--- src/hw/tbd_tx_cmd_defs.vh ---
// Constants for the transmit buffer command decoder.
`ifndef TBD_TX_CMD_DEFS_VH
`define TBD_TX_CMD_DEFS_VH

// ********************************************************************
// Register byte offsets
// ********************************************************************
`define TBD_ADDR_STATUS      8'h00
`define TBD_ADDR_MASK        8'h04
`define TBD_ADDR_PKT_CMD_B   8'h08
`define TBD_ADDR_PKT_SUM     8'h0C

// ********************************************************************
// Status and mask bit positions
// ********************************************************************
`define TBD_STS_DONE_BIT     0
`define TBD_STS_ERR_BIT      1
`define TBD_STS_W            2

// ********************************************************************
// Command word A fields
// ********************************************************************
`define TBD_A_IRQ_BIT        31
`define TBD_A_ALIGN_HI       25
`define TBD_A_ALIGN_LO       24
`define TBD_A_OFF_HI         20
`define TBD_A_OFF_LO         16
`define TBD_A_FIRST_BIT      13
`define TBD_A_LAST_BIT       12
`define TBD_A_SIZE_HI        10
`define TBD_A_SIZE_LO        0

// ********************************************************************
// Command word B fields
// ********************************************************************
`define TBD_B_TAG_HI         31
`define TBD_B_TAG_LO         16
`define TBD_B_CRC_DIS_BIT    13
`define TBD_B_PAD_DIS_BIT    12
`define TBD_B_LEN_HI         10
`define TBD_B_LEN_LO         0

// ********************************************************************
// End alignment encodings and rounding masks in words
// ********************************************************************
`define TBD_ALIGN_4          2'b00
`define TBD_ALIGN_16         2'b01
`define TBD_ALIGN_32         2'b10
`define TBD_ALIGN_RSVD       2'b11
`define TBD_AMASK_4          12'h000
`define TBD_AMASK_16         12'h003
`define TBD_AMASK_32         12'h007

// ********************************************************************
// Reset values
// ********************************************************************
`define TBD_RST_WORD         32'h0000_0000
`define TBD_RST_MASK         2'b00

`endif

--- src/hw/README_unused.v ---
`default_nettype none
`default_nettype wire

--- src/hw/tbd_tx_cmd_decoder.v ---
// Transmit buffer command decoder with register port and interrupt.
//
// Summary of operation
// (RULE1) Every buffer opens with two 32-bit command words, A then B.
// (RULE2) The host repeats both words before each buffer of a packet.
// (RULE3) Word B must match across a packet, else the error flag rises.
// (RULE4) The 16-bit tag of word B is returned with the packet status.
// (RULE5) Bit 31 of A raises the done flag once the buffer is loaded.
// (RULE6) The done flag reaches the interrupt output under a mask bit.
// (RULE7) The host writes zeros into bits 30 to 26 of word A.
// (RULE8) Bits 25:24 of A pick 4, 16 or 32 byte end alignment.
// (RULE9) The host appends filler words up to the chosen alignment.
// (RULE10) Filler words are swallowed and never sent on.
// (RULE11) Bits 20:16 of A give a 0 to 31 byte start offset to skip.
// (RULE12) Bits 13 and 12 of A mark first and last segment of a packet.
// (RULE13) Buffer sizes are summed and checked against the B length.
// (RULE14) Bits 10:0 of B give packet length; a mismatch is an error.
// (RULE15) Bit 13 of B drops the CRC, bit 12 drops padding but keeps CRC.
// (RULE16) Bits 23 to 21 of A are ignored.
`timescale 1ns/1ps
`default_nettype none
`include "tbd_tx_cmd_defs.vh"

module tbd_tx_cmd_decoder (
    input  wire        core_clk_in,
    input  wire        resetn_in,
    input  wire [31:0] fifo_word_in,
    input  wire        fifo_valid_in,
    output wire        fifo_ready_out,

    output reg  [7:0]  tx_byte_out,
    output reg         tx_byte_valid_out,
    output reg         tx_byte_last_out,
    output reg         tx_crc_add_out,
    output reg         tx_pad_en_out,

    output reg         status_valid_out,
    output reg  [15:0] status_tag_out,
    output reg         status_error_out,

    input  wire [7:0]  reg_addr_in,
    input  wire [31:0] reg_wdata_in,
    input  wire        reg_write_in,
    input  wire        reg_read_in,
    output reg  [31:0] reg_rdata_out,

    output wire        irq_out
);

    // ****************************************************************
    // States
    // ****************************************************************
    localparam [1:0] ST_CMD_A = 2'd0;
    localparam [1:0] ST_CMD_B = 2'd1;
    localparam [1:0] ST_DATA  = 2'd2;

    // ****************************************************************
    // Storage
    // ****************************************************************
    reg [1:0]  state_reg;
    reg        a_irq_reg;
    reg        a_first_reg;
    reg        a_last_reg;
    reg        a_align_err_reg;
    reg [4:0]  a_off_reg;
    reg [10:0] a_size_reg;
    reg [11:0] a_end_reg;
    reg [11:0] words_total_reg;
    reg [11:0] word_idx_reg;
    reg        hold_reg;
    reg [1:0]  lane_reg;
    reg [31:0] data_reg;

    reg [31:0] pkt_b_reg;
    reg        pkt_open_reg;
    reg [11:0] pkt_sum_reg;
    reg        pkt_err_reg;

    reg [`TBD_STS_W-1:0] sts_reg;
    reg [`TBD_STS_W-1:0] mask_reg;

    // ****************************************************************
    // Word handshake
    // ****************************************************************
    // Data words wait while the held word is spread into bytes
    assign fifo_ready_out = (state_reg != ST_DATA) || !hold_reg;

    wire take_a    = fifo_valid_in && fifo_ready_out
                     && (state_reg == ST_CMD_A);
    wire take_b    = fifo_valid_in && fifo_ready_out
                     && (state_reg == ST_CMD_B);
    wire take_data = fifo_valid_in && fifo_ready_out
                     && (state_reg == ST_DATA);

    // ****************************************************************
    // Buffer geometry from word A
    // ****************************************************************
    // Bits 30:26 and 23:21 never enter any term below [RULE7] [RULE16]
    wire [4:0]  in_off   = fifo_word_in[`TBD_A_OFF_HI:`TBD_A_OFF_LO];
    wire [10:0] in_size  = fifo_word_in[`TBD_A_SIZE_HI:`TBD_A_SIZE_LO];
    wire [1:0]  in_align = fifo_word_in[`TBD_A_ALIGN_HI:`TBD_A_ALIGN_LO];
    wire [11:0] in_end   = {7'b000_0000, in_off} + {1'b0, in_size};
    wire [12:0] in_end3  = {1'b0, in_end} + 13'h0003;
    wire [11:0] in_words = {1'b0, in_end3[12:2]};
    reg  [11:0] in_amask;

    // Rounding mask per end alignment; reserved code falls back [RULE8]
    always @* begin
        case (in_align)
            `TBD_ALIGN_16: in_amask = `TBD_AMASK_16;
            `TBD_ALIGN_32: in_amask = `TBD_AMASK_32;
            default:       in_amask = `TBD_AMASK_4;
        endcase
    end

    // Words the host sends, filler included [RULE9]
    wire [11:0] in_total = (in_words + in_amask) & ~in_amask;

    // ****************************************************************
    // Packet checks on word B
    // ****************************************************************
    wire        b_mismatch = pkt_open_reg && !a_first_reg
                             && (fifo_word_in != pkt_b_reg); // [RULE3]
    // Segment marks out of order break packet delimiting [RULE12]
    wire        b_delim    = (a_first_reg && pkt_open_reg)
                             || (!a_first_reg && !pkt_open_reg);
    wire        b_err      = b_mismatch || b_delim || a_align_err_reg;
    wire [11:0] sum_base   = a_first_reg ? 12'h000 : pkt_sum_reg;
    wire [11:0] sum_next   = sum_base + {1'b0, a_size_reg}; // [RULE13]

    // ****************************************************************
    // Byte position inside the buffer
    // ****************************************************************
    wire [11:0] byte_pos  = {word_idx_reg[9:0], lane_reg};
    wire [11:0] start_pos = {7'b000_0000, a_off_reg};
    // Bytes ahead of the offset and past the size are dropped
    wire        in_range  = (byte_pos >= start_pos)
                            && (byte_pos < a_end_reg); // [RULE11]
    wire [11:0] idx_inc   = word_idx_reg + 12'h001;
    wire        word_end  = hold_reg && (lane_reg == 2'b11);

    // Buffer ends after its last word, filler or not [RULE10]
    wire buf_done = (take_b && (words_total_reg == 12'h000))
                    || (word_end && (idx_inc == words_total_reg));

    // Length check closes each packet on its last segment
    wire len_bad  = (pkt_sum_reg[10:0] !=
                     pkt_b_reg[`TBD_B_LEN_HI:`TBD_B_LEN_LO])
                    || pkt_sum_reg[11]; // [RULE13] [RULE14]
    wire pkt_end  = buf_done && a_last_reg;

    // Checks on B must finish before the end test sees the sum
    wire b_now    = take_b && (words_total_reg == 12'h000);
    wire len_bad_now = (sum_next[10:0] !=
                        fifo_word_in[`TBD_B_LEN_HI:`TBD_B_LEN_LO])
                       || sum_next[11];
    wire end_bad  = b_now ? len_bad_now : len_bad;

    wire done_evt = buf_done && a_irq_reg; // [RULE5]
    wire err_evt  = (take_b && b_err) || (pkt_end && end_bad);

    // ****************************************************************
    // Command sequencer
    // ****************************************************************
    // Word A, then word B, then data unless the buffer has no words, for every buffer [RULE1] [RULE2]
    always @(posedge core_clk_in or negedge resetn_in) begin
        if (!resetn_in) begin
            state_reg       <= ST_CMD_A;
            a_irq_reg       <= 1'b0;
            a_first_reg     <= 1'b0;
            a_last_reg      <= 1'b0;
            a_align_err_reg <= 1'b0;
            a_off_reg       <= 5'h00;
            a_size_reg      <= 11'h000;
            a_end_reg       <= 12'h000;
            words_total_reg <= 12'h000;
            word_idx_reg    <= 12'h000;
            hold_reg        <= 1'b0;
            lane_reg        <= 2'b00;
            data_reg        <= `TBD_RST_WORD;
        end else begin
            if (take_a) begin
                state_reg       <= ST_CMD_B;
                a_irq_reg       <= fifo_word_in[`TBD_A_IRQ_BIT];
                a_first_reg     <= fifo_word_in[`TBD_A_FIRST_BIT];
                a_last_reg      <= fifo_word_in[`TBD_A_LAST_BIT];
                a_align_err_reg <= (in_align == `TBD_ALIGN_RSVD);
                a_off_reg       <= in_off;
                a_size_reg      <= in_size;
                a_end_reg       <= in_end;
                words_total_reg <= in_total;
            end

            if (take_b) begin
                word_idx_reg <= 12'h000;
                state_reg    <= (words_total_reg == 12'h000) ?
                                ST_CMD_A : ST_DATA;
            end

            if (take_data) begin
                data_reg <= fifo_word_in;
                hold_reg <= 1'b1;
                lane_reg <= 2'b00;
            end else if (hold_reg) begin
                lane_reg <= lane_reg + 2'b01;
                if (lane_reg == 2'b11) begin
                    hold_reg     <= 1'b0;
                    word_idx_reg <= idx_inc;
                end
            end

            if (word_end && (idx_inc == words_total_reg)) begin
                state_reg <= ST_CMD_A;
            end
        end
    end

    // ****************************************************************
    // Packet tracking
    // ****************************************************************
    // Word B of the first segment is the reference for the packet
    always @(posedge core_clk_in or negedge resetn_in) begin
        if (!resetn_in) begin
            pkt_b_reg      <= `TBD_RST_WORD;
            pkt_open_reg   <= 1'b0;
            pkt_sum_reg    <= 12'h000;
            pkt_err_reg    <= 1'b0;
            tx_crc_add_out <= 1'b1;
            tx_pad_en_out  <= 1'b1;
        end else begin
            if (take_b) begin
                pkt_sum_reg  <= sum_next;
                pkt_open_reg <= 1'b1;
                if (a_first_reg) begin
                    pkt_b_reg   <= fifo_word_in;
                    pkt_err_reg <= b_err;
                    // Padding off still forces the CRC [RULE15]
                    tx_crc_add_out <= !fifo_word_in[`TBD_B_CRC_DIS_BIT]
                                      || fifo_word_in[`TBD_B_PAD_DIS_BIT];
                    tx_pad_en_out  <= !fifo_word_in[`TBD_B_PAD_DIS_BIT];
                end else begin
                    pkt_err_reg <= pkt_err_reg || b_err;
                end
            end

            if (pkt_end) begin
                pkt_open_reg <= 1'b0; // [RULE12]
            end
        end
    end

    // ****************************************************************
    // Byte output and packet status
    // ****************************************************************
    // Lane 0 carries the lowest byte of each word
    always @(posedge core_clk_in or negedge resetn_in) begin
        if (!resetn_in) begin
            tx_byte_out       <= 8'h00;
            tx_byte_valid_out <= 1'b0;
            tx_byte_last_out  <= 1'b0;
            status_valid_out  <= 1'b0;
            status_tag_out    <= 16'h0000;
            status_error_out  <= 1'b0;
        end else begin
            tx_byte_valid_out <= hold_reg && in_range; // [RULE10] [RULE11]
            tx_byte_last_out  <= hold_reg && in_range && a_last_reg
                                 && (byte_pos == a_end_reg - 12'h001);

            case (lane_reg)
                2'b00:   tx_byte_out <= data_reg[7:0];
                2'b01:   tx_byte_out <= data_reg[15:8];
                2'b10:   tx_byte_out <= data_reg[23:16];
                default: tx_byte_out <= data_reg[31:24];
            endcase

            status_valid_out <= pkt_end;
            if (pkt_end) begin
                // Tag of a zero-word last buffer comes straight from B
                status_tag_out   <= b_now ?
                    fifo_word_in[`TBD_B_TAG_HI:`TBD_B_TAG_LO] :
                    pkt_b_reg[`TBD_B_TAG_HI:`TBD_B_TAG_LO]; // [RULE4]
                status_error_out <= end_bad || pkt_err_reg
                                    || (take_b && b_err);
            end
        end
    end

    // ****************************************************************
    // Register port
    // ****************************************************************
    wire wr_status = reg_write_in && (reg_addr_in == `TBD_ADDR_STATUS);
    wire wr_mask   = reg_write_in && (reg_addr_in == `TBD_ADDR_MASK);
    wire [`TBD_STS_W-1:0] sts_set;
    wire [`TBD_STS_W-1:0] sts_clr;
    wire [`TBD_STS_W-1:0] sts_next;

    assign sts_set[`TBD_STS_DONE_BIT] = done_evt;
    assign sts_set[`TBD_STS_ERR_BIT]  = err_evt; // [RULE3] [RULE14]
    assign sts_clr  = wr_status ? reg_wdata_in[`TBD_STS_W-1:0] :
                      {`TBD_STS_W{1'b0}};
    // An event in the clearing cycle survives the write of one
    assign sts_next = (sts_reg & ~sts_clr) | sts_set;

    // Sticky flags, mask and read data one cycle after the strobe
    always @(posedge core_clk_in or negedge resetn_in) begin
        if (!resetn_in) begin
            sts_reg       <= {`TBD_STS_W{1'b0}};
            mask_reg      <= `TBD_RST_MASK;
            reg_rdata_out <= `TBD_RST_WORD;
        end else begin
            sts_reg <= sts_next;

            if (wr_mask) begin
                mask_reg <= reg_wdata_in[`TBD_STS_W-1:0];
            end

            if (reg_read_in) begin
                case (reg_addr_in)
                    `TBD_ADDR_STATUS:
                        reg_rdata_out <= {30'h0000_0000, sts_reg};
                    `TBD_ADDR_MASK:
                        reg_rdata_out <= {30'h0000_0000, mask_reg};
                    `TBD_ADDR_PKT_CMD_B:
                        reg_rdata_out <= pkt_b_reg;
                    `TBD_ADDR_PKT_SUM:
                        reg_rdata_out <= {state_reg, pkt_open_reg,
                                          17'h0_0000, pkt_sum_reg};
                    default:
                        reg_rdata_out <= `TBD_RST_WORD;
                endcase
            end else begin
                reg_rdata_out <= `TBD_RST_WORD;
            end
        end
    end

    // Level interrupt from unmasked sticky flags [RULE6]
    assign irq_out = |(sts_reg & mask_reg);

endmodule // tbd_tx_cmd_decoder
`default_nettype wire

--- config.mk ---
export PLATFORM = sky130hd
export DESIGN_NAME = tbd_tx_cmd_decoder
export DESIGN_NICKNAME = d
export VERILOG_FILES = /design/src/hw/README_unused.v /design/src/hw/tbd_tx_cmd_decoder.v
export VERILOG_INCLUDE_DIRS = /design/src /design/src/hw
export SDC_FILE = /design/constraint.sdc
export NUM_CORES = 1
export LEC_CHECK = 0
export BUFFER_PORTS_ARGS = -buffer_cell sky130_fd_sc_hd__buf_2
export CAP_MARGIN = 10
export CORE_ASPECT_RATIO = 0.5
export CORE_MARGIN = 2
export CORE_UTILIZATION = 52
export DETAILED_ROUTE_END_ITERATION = 7
export GPL_TIMING_DRIVEN = 0
export PLACE_DENSITY_LB_ADDON = 0.2
export REMOVE_ABC_BUFFERS = 1
export SYNTH_ARGS = -nofsm -noshare
export SYNTH_HDL_FRONTEND = slang
export SYNTH_SLANG_ARGS = --single-unit
--- constraint.sdc ---
create_clock -name core_clk_in -period 4.45 [get_ports core_clk_in]
set_clock_uncertainty 0.15 [all_clocks]
set_input_delay 0.89 -clock core_clk_in [delete_from_list [all_inputs] [get_ports core_clk_in]]
set_output_delay 0.89 -clock core_clk_in [all_outputs]
set_load 0.005 [all_outputs]
==> impl_metrics.ini, run 1 <==
[die]
fp.dieH_um = 106.7
die_w_um = 209.4
design.core.area_mm2 = 0.02060
dieArea_mm2 = 0.02235
start_util_pct = 53.25
row_count = 37
design.portCount = 141

[cells_and_area]
areaGrowthSynthToFinish_pct = 13.48
drive_above_1_share_pct = 19.52
final_nets = 1275
fillCellCount = 1727
diodes = 0
design_area_mm2 = 0.01245

[drt]
dr_total_vias = 8364
vias_per_cell = 5.825
dr.pass1.iters = 5
route.detailed.drc = 0
wl_um = 28640
antenna_left = 0
wl_per_cell_um = 19.95
drt_iter0_markers = 705

[sta]
hold_violations = 0
timing.slew.headroom_pct = 21.71
setup_viol = 0
drv_slew = 0
timing.fmax_mhz = 257.1
rsz0062_at_grt = false
worst_pin_slew_ns = 1.170
min_period_ns = 3.889
setup_slack_ns = 0.5606
finalCritPeriodShare_pct = 87.40

[grt]
overflow = 0
antenna_found_initial = 0
grt_pass1_wl_um = 45770
grt_pass1_vias = 8173
grt.total_usage_pct = 26.36
grt_max_degree = 85

[run_status]
status = finished, final reports clean

[min_path]
holdCritPathClass = primary input to asynchronous set/reset pin

[power]
clockPowerShare_pct = 21.9
p_leak_nw = 6.031
p_sw_mw = 3.060
power.density_mw_per_mm2 = 647.2
power.internal_mw = 4.997
switching_share_pct = 37.98
p_seq_share_pct = 40.1
power_frac_comb_pct = 38.0
peakVddDrop_mv = 0.3033

[synthesis]
synth_top_cell_area_share_pct = 46.30
synth_edf_count = 0
ys_ff_latch = 205
synthFlopType = dfrtp_1
seq_area_frac_synth_pct = 46.78
syn_avg_cell_area_um2 = 10.27
yosysTopAreaCell = dfrtp_1
ys_types = 74
synth_warnings = 0
synthCells = 1068
netlist_area_mm2 = 0.01097
async_flop_share_pct = 100.0
synth.area.top_cells = dfrtp_1, mux2_2, ha_1, nand2_1, xor2_1

[clock_network]
cts.path.max_buffers = 3
clockRootBuffer = clkbuf_16
clock_latency_ns = 0.52
cts_resized = 0
cts_tree = built
numCtsBuffers = 20
htree_levels = 1
clk_pin_slew_ns = 0.06
hold_buffers = 0
cts_setup_buffers = 0
cts.sinks = 205

[placement]
post_dp_cell_area_mm2 = 0.01176
gp_congestion = 0.9197
dp_slack_ns = 0.007844
port_buffers = 110
dpl.hpwl_um = 20260

[flow_run]
maxCapViolCount = 0

[critical_path]
cp.arrival_ns = 4.09
cp_max_fo = 6
required_ns = 4.65
end_kind = flop
critPathKind = primary input to flop
critPathLaunchType = primary input
## cells in the final DEF (no fill, tap or decap), drive strengths merged, types with 4 or more instances in the layout
| cell type | count |
|---|---|
| a21o | 11 |
| a21oi | 25 |
| a222oi | 8 |
| a31oi | 6 |
| and2 | 20 |
| and3 | 4 |
| buf | 115 |
| clkbuf | 29 |
| dfrtp | 203 |
| ha | 45 |
| inv | 37 |
| mux2 | 59 |
| mux2i | 36 |
| nand2 | 144 |
| nand2b | 7 |
| nand3 | 18 |
| nand4 | 13 |
| nor2 | 42 |
| nor2b | 22 |
| nor3 | 13 |
| nor4 | 22 |
| o21a | 8 |
| o21ai | 85 |
| o21bai | 4 |
| o31ai | 11 |
| or3 | 5 |
| or4 | 5 |
| xnor2 | 50 |
| xor2 | 58 |
## power by group through the flow
stage | Sequential (mW) | Combinational (mW) | Clock, mW
global route | 3.32 | 3.44 | 1.86
detailed placement | 3.24 | 3.02 | 0
finish | 3.23 | 3.07 | 1.76
global placement | 3.21 | 2.91 | 0
CTS | 3.22 | 3.06 | 1.79
floorplan | 3.03 | 2.30 | 0
## cells in the mapped netlist (7+ instances only)
cell type    n
mux2i_1     36
buf_2        7
nand2b_1     7
mux2_2      59
xor2_1      58
clkbuf_1    41
xnor2_1     50
o21a_1       8
nor2_1      42
a222oi_1     8
o21ai_1     10
and2_1      20
o31ai_1     10
nand3_1     17
nor2b_1     21
dfrtp_1    203
ha_1        45
a21o_1      11
inv_1       36
nand2_1    144
a21oi_1     25
o21ai_0     73
nor4_1      21
nor3_1      13
nand4_1     12
## cells by family (layout without fill, tap and decap cells)
family | after synthesis | in the layout | synth area share, %
compound gates | 189 | 189 | 10.94
xor+xnor | 108 | 108 | 8.622
fa+ha+maj | 48 | 48 | 5.600
buf+inv | 91 | 186 | 3.364
flops | 205 | 205 | 46.78
mux | 97 | 97 | 9.751
simple gates | 330 | 330 | 14.94
## per-stage QoR
| stage | total power, mW | hold slack, ns | TNS (ns) | utilization [%] | std cells |
|---|---|---|---|---|---|
| after global placement | 6.121 | 0.3107 | -232.12 | 56.47 | 1397 |
| after detailed placement | 6.264 | 0.3180 | 0 | 57.08 | 1401 |
| after CTS | 8.066 | 0.1537 | 0 | 60.30 | 1435 |
| after floorplan | 5.322 | 0.2893 | 0 | - | 1014 |
| after global routing | 8.622 | 0.1705 | 0 | 60.43 | 1436 |
| final | 8.057 | 0.1378 | 0 | 60.43 | 1436 |
## critical path: stages
cell and delay, ns:
buf_2 0.16, ha_1 0.26, fa_1 0.42, a21o_1 0.18
a21oi_1 0.27, xnor2_1 0.24, xnor2_1 0.13, ha_1 0.32
a21oi_1 0.11, maj3_2 0.37, or4_4 0.51, xnor2_1 0.16
o21ai_1 0.07
## worst paths after layout
kind                                            to  slack [ns]  depth (start not counted)         startpoint
worst max-delay path            words_total_reg[8]        0.56                         13    fifo_word_in[0]
worst min-delay path             reg_rdata_out[10]        0.14                          1          resetn_in
max in group asynchronous              data_reg[3]        2.90                          3          resetn_in
worst min register to register   status_tag_out[1]        0.33                          2  status_tag_out[1]
min in group core_clk_in         status_tag_out[1]        0.33                          2  status_tag_out[1]
worst max register to register    status_error_out        0.74                         10    word_idx_reg[0]
## cell type report
class	instances	area, um^2	area share (%)
Multi-Input combinational cell	772	5490	44.10
Timing Repair Buffer	115	683.2	5.487
Clock buffer	29	574.3	4.613
Sequential cell	205	5132	41.23
Inverter	37	138.9	1.116
Tap cell	273	341.6	2.744
Clock inverter	5	88.84	0.7136
## layer usage
metal,global-route usage (%),vias up,routed length [um]
met5,0,-,0
met4,6.378,0,627
met3,4.189,49,1980
met2,41.98,285,13000
met1,38.07,4148,13040
li1,-,3882,-
Power figures use the tool's default switching activity.
==> run 2: changes to the inputs <==
CELL_PAD_IN_SITES_DETAIL_PLACEMENT = 1   (was default)
CELL_PAD_IN_SITES_GLOBAL_PLACEMENT = 2   (was default)
CORE_UTILIZATION = 38   (was 52)
PLACE_DENSITY_LB_ADDON = 0.1   (was 0.2)
==> run 2 against run 1 <==
Net effect:
- count of clock-buffer cells in the layout up 3
- sequential cell count did not move
- critical path depth fell by 4
- first-iteration DRC count is 44% lower
- hold slack lost 0.11 ns
- via count down 0.73%
- fmax shrank 4.2%
- register-to-register slack worse by 0.35 ns
- clock power grew 12%
- sequential share of layout area shrank 1.0 points
- critical path type is now flop to flop
- largest power group unchanged
- highest routed layer unchanged
==> impl_metrics.ini, run 2 (synthesis results as in run 1) <==
[placement]
post_dp_cell_area_mm2 = 0.01196
dpl.hpwl_um = 23370
placed_cells = 1513
port_buffers = 110
gp_congestion = 0.8139

[critical_path]
critPathKind = flop to flop
required_ns = 4.74
critPathLaunch = lane_reg[1]
critPathLaunchType = flop
cp.buffers_inverters = 1
r2r_end = status_error_out
cp.arrival_ns = 4.35
slowest_delay_ns = 0.64
r2r_start = lane_reg[1]
crit_chain = ha_1, nand2_1, nor4_1, o2111ai_1, nor4_4, o21ai_4, buf_16, a311oi_2, o21bai_1
end_kind = flop
crit_end = status_error_out
r2r_slack_ns = 0.39
crit_family = simple AND/OR/NAND/NOR gates
cp_max_fo = 22
path_depth = 9
rr_worst_depth = 9
slowest_stage = nor4_4

[flow_run]
maxCapViolCount = 0

[clock_network]
cts_tree = built
hold_buffers = 0
clock_latency_ns = 0.52
numCtsBuffers = 22
clockRootBuffer = clkbuf_16
cts.path.max_buffers = 3
cts_setup_buffers = 0
clk_pin_slew_ns = 0.07
cts_resized = 0
htree_levels = 1
cts.sinks = 205

[sta]
drv_slew = 0
worst_pin_slew_ns = 0.9889
hold_violations = 0
min_period_ns = 4.060
timing.fmax_mhz = 246.3
rsz0062_at_grt = false
timing.slew.headroom_pct = 34.08
finalCritPeriodShare_pct = 91.24
finalSetupTns_ns = 0
setup_viol = 0

[drt]
dr.pass1.iters = 4
wl_um = 32250
wl_per_cell_um = 20.74
dr_total_vias = 8303
vias_per_cell = 5.340
drt_iter0_markers = 396
route.detailed.drc = 0
antenna_left = 0

[cells_and_area]
fillCellCount = 3105
final_common_cell = dfrtp_1
stdcell_count = 1555
final_nets = 1280
areaGrowthSynthToFinish_pct = 16.30
final_cell_mix = dfrtp_1, nand2_1, buf_2
drive_above_1_share_pct = 20.14
design_area_mm2 = 0.01276

[grt]
grt_pass1_vias = 8979
grt.total_usage_pct = 21.87
grt_max_degree = 113
grt_pass1_wl_um = 50920
antenna_found_initial = 1
overflow = 0

[power]
power.total_mw = 8.323
power.density_mw_per_mm2 = 652.3
peakVddDrop_mv = 0.2568
p_leak_nw = 6.118

[die]
fp.dieH_um = 124.1
start_util_pct = 39.14
design.core.area_mm2 = 0.02803
row_count = 43
design.portCount = 141
die_w_um = 244.3
dieArea_mm2 = 0.03033

[run_status]
status = finished, final reports clean

[min_path]
holdCritPathClass = primary input to asynchronous set/reset pin
run 2: worst min path at each step:
| stage | start | to | slack, ns | depth (start not counted) |
|---|---|---|---|---|
| CTS | resetn_in | pkt_sum_reg[3] | 0.01 | 1 |
| detailed placement | a_irq_reg | a_irq_reg | 0.32 | 2 |
| finish | resetn_in | reg_rdata_out[11] | 0.03 | 1 |
| floorplan | a_irq_reg | a_irq_reg | 0.29 | 2 |
| global route | resetn_in | pkt_sum_reg[3] | 0.02 | 1 |
| global placement | a_irq_reg | a_irq_reg | 0.30 | 2 |
run 2: layer usage:
metal	vias to the layer above	share of wire, %	track usage, %
met4	0	1.2	3.773
met5	-	0	0
met3	34	2.7	3.426
li1	3913	-	-
met2	84	48	37.96
met1	4272	48	29.52
run 2: worst reg2reg max path: cells and delay by family (launching register included):
kind / cells / cell delay, ns
AO/OA/AOI/OAI: 4 / 0.95
adder cells (fa/ha/maj): 1 / 0.40
buffers and inverters: 1 / 0.24
AND/OR/NAND/NOR: 3 / 1.70
flip-flops: 1 / 0.54
run 2: area by class of cell:
cell class	count	area, um^2	area share, %
antenna	1	2.502	0.01961
clock buffer	32	649.4	5.090
clock inverter	8	117.6	0.9218
inverter	37	138.9	1.089
multi-input combinational	772	5490	43.03
sequential	205	5132	40.23
tap	382	478.0	3.746
timing repair buffer	118	749.5	5.874
run 2: power by group:
part           total, mW  switching (mW)  internal (mW)
Sequential          3.26           0.723           2.53
Clock               1.97           0.784           1.19
Combinational       3.10            1.63           1.46
run 2: per-stage QoR:
stage	setup slack (ns)	hold WS (ns)	utilization [%]
after global placement	-1.353	0.3018	41.99
after detailed placement	-0.1724	0.3167	42.67
after CTS	0.3128	0.01414	45.41
final	0.3897	0.02754	45.52
after global routing	0.09416	0.01600	45.51
after floorplan	0.5009	0.2893	-
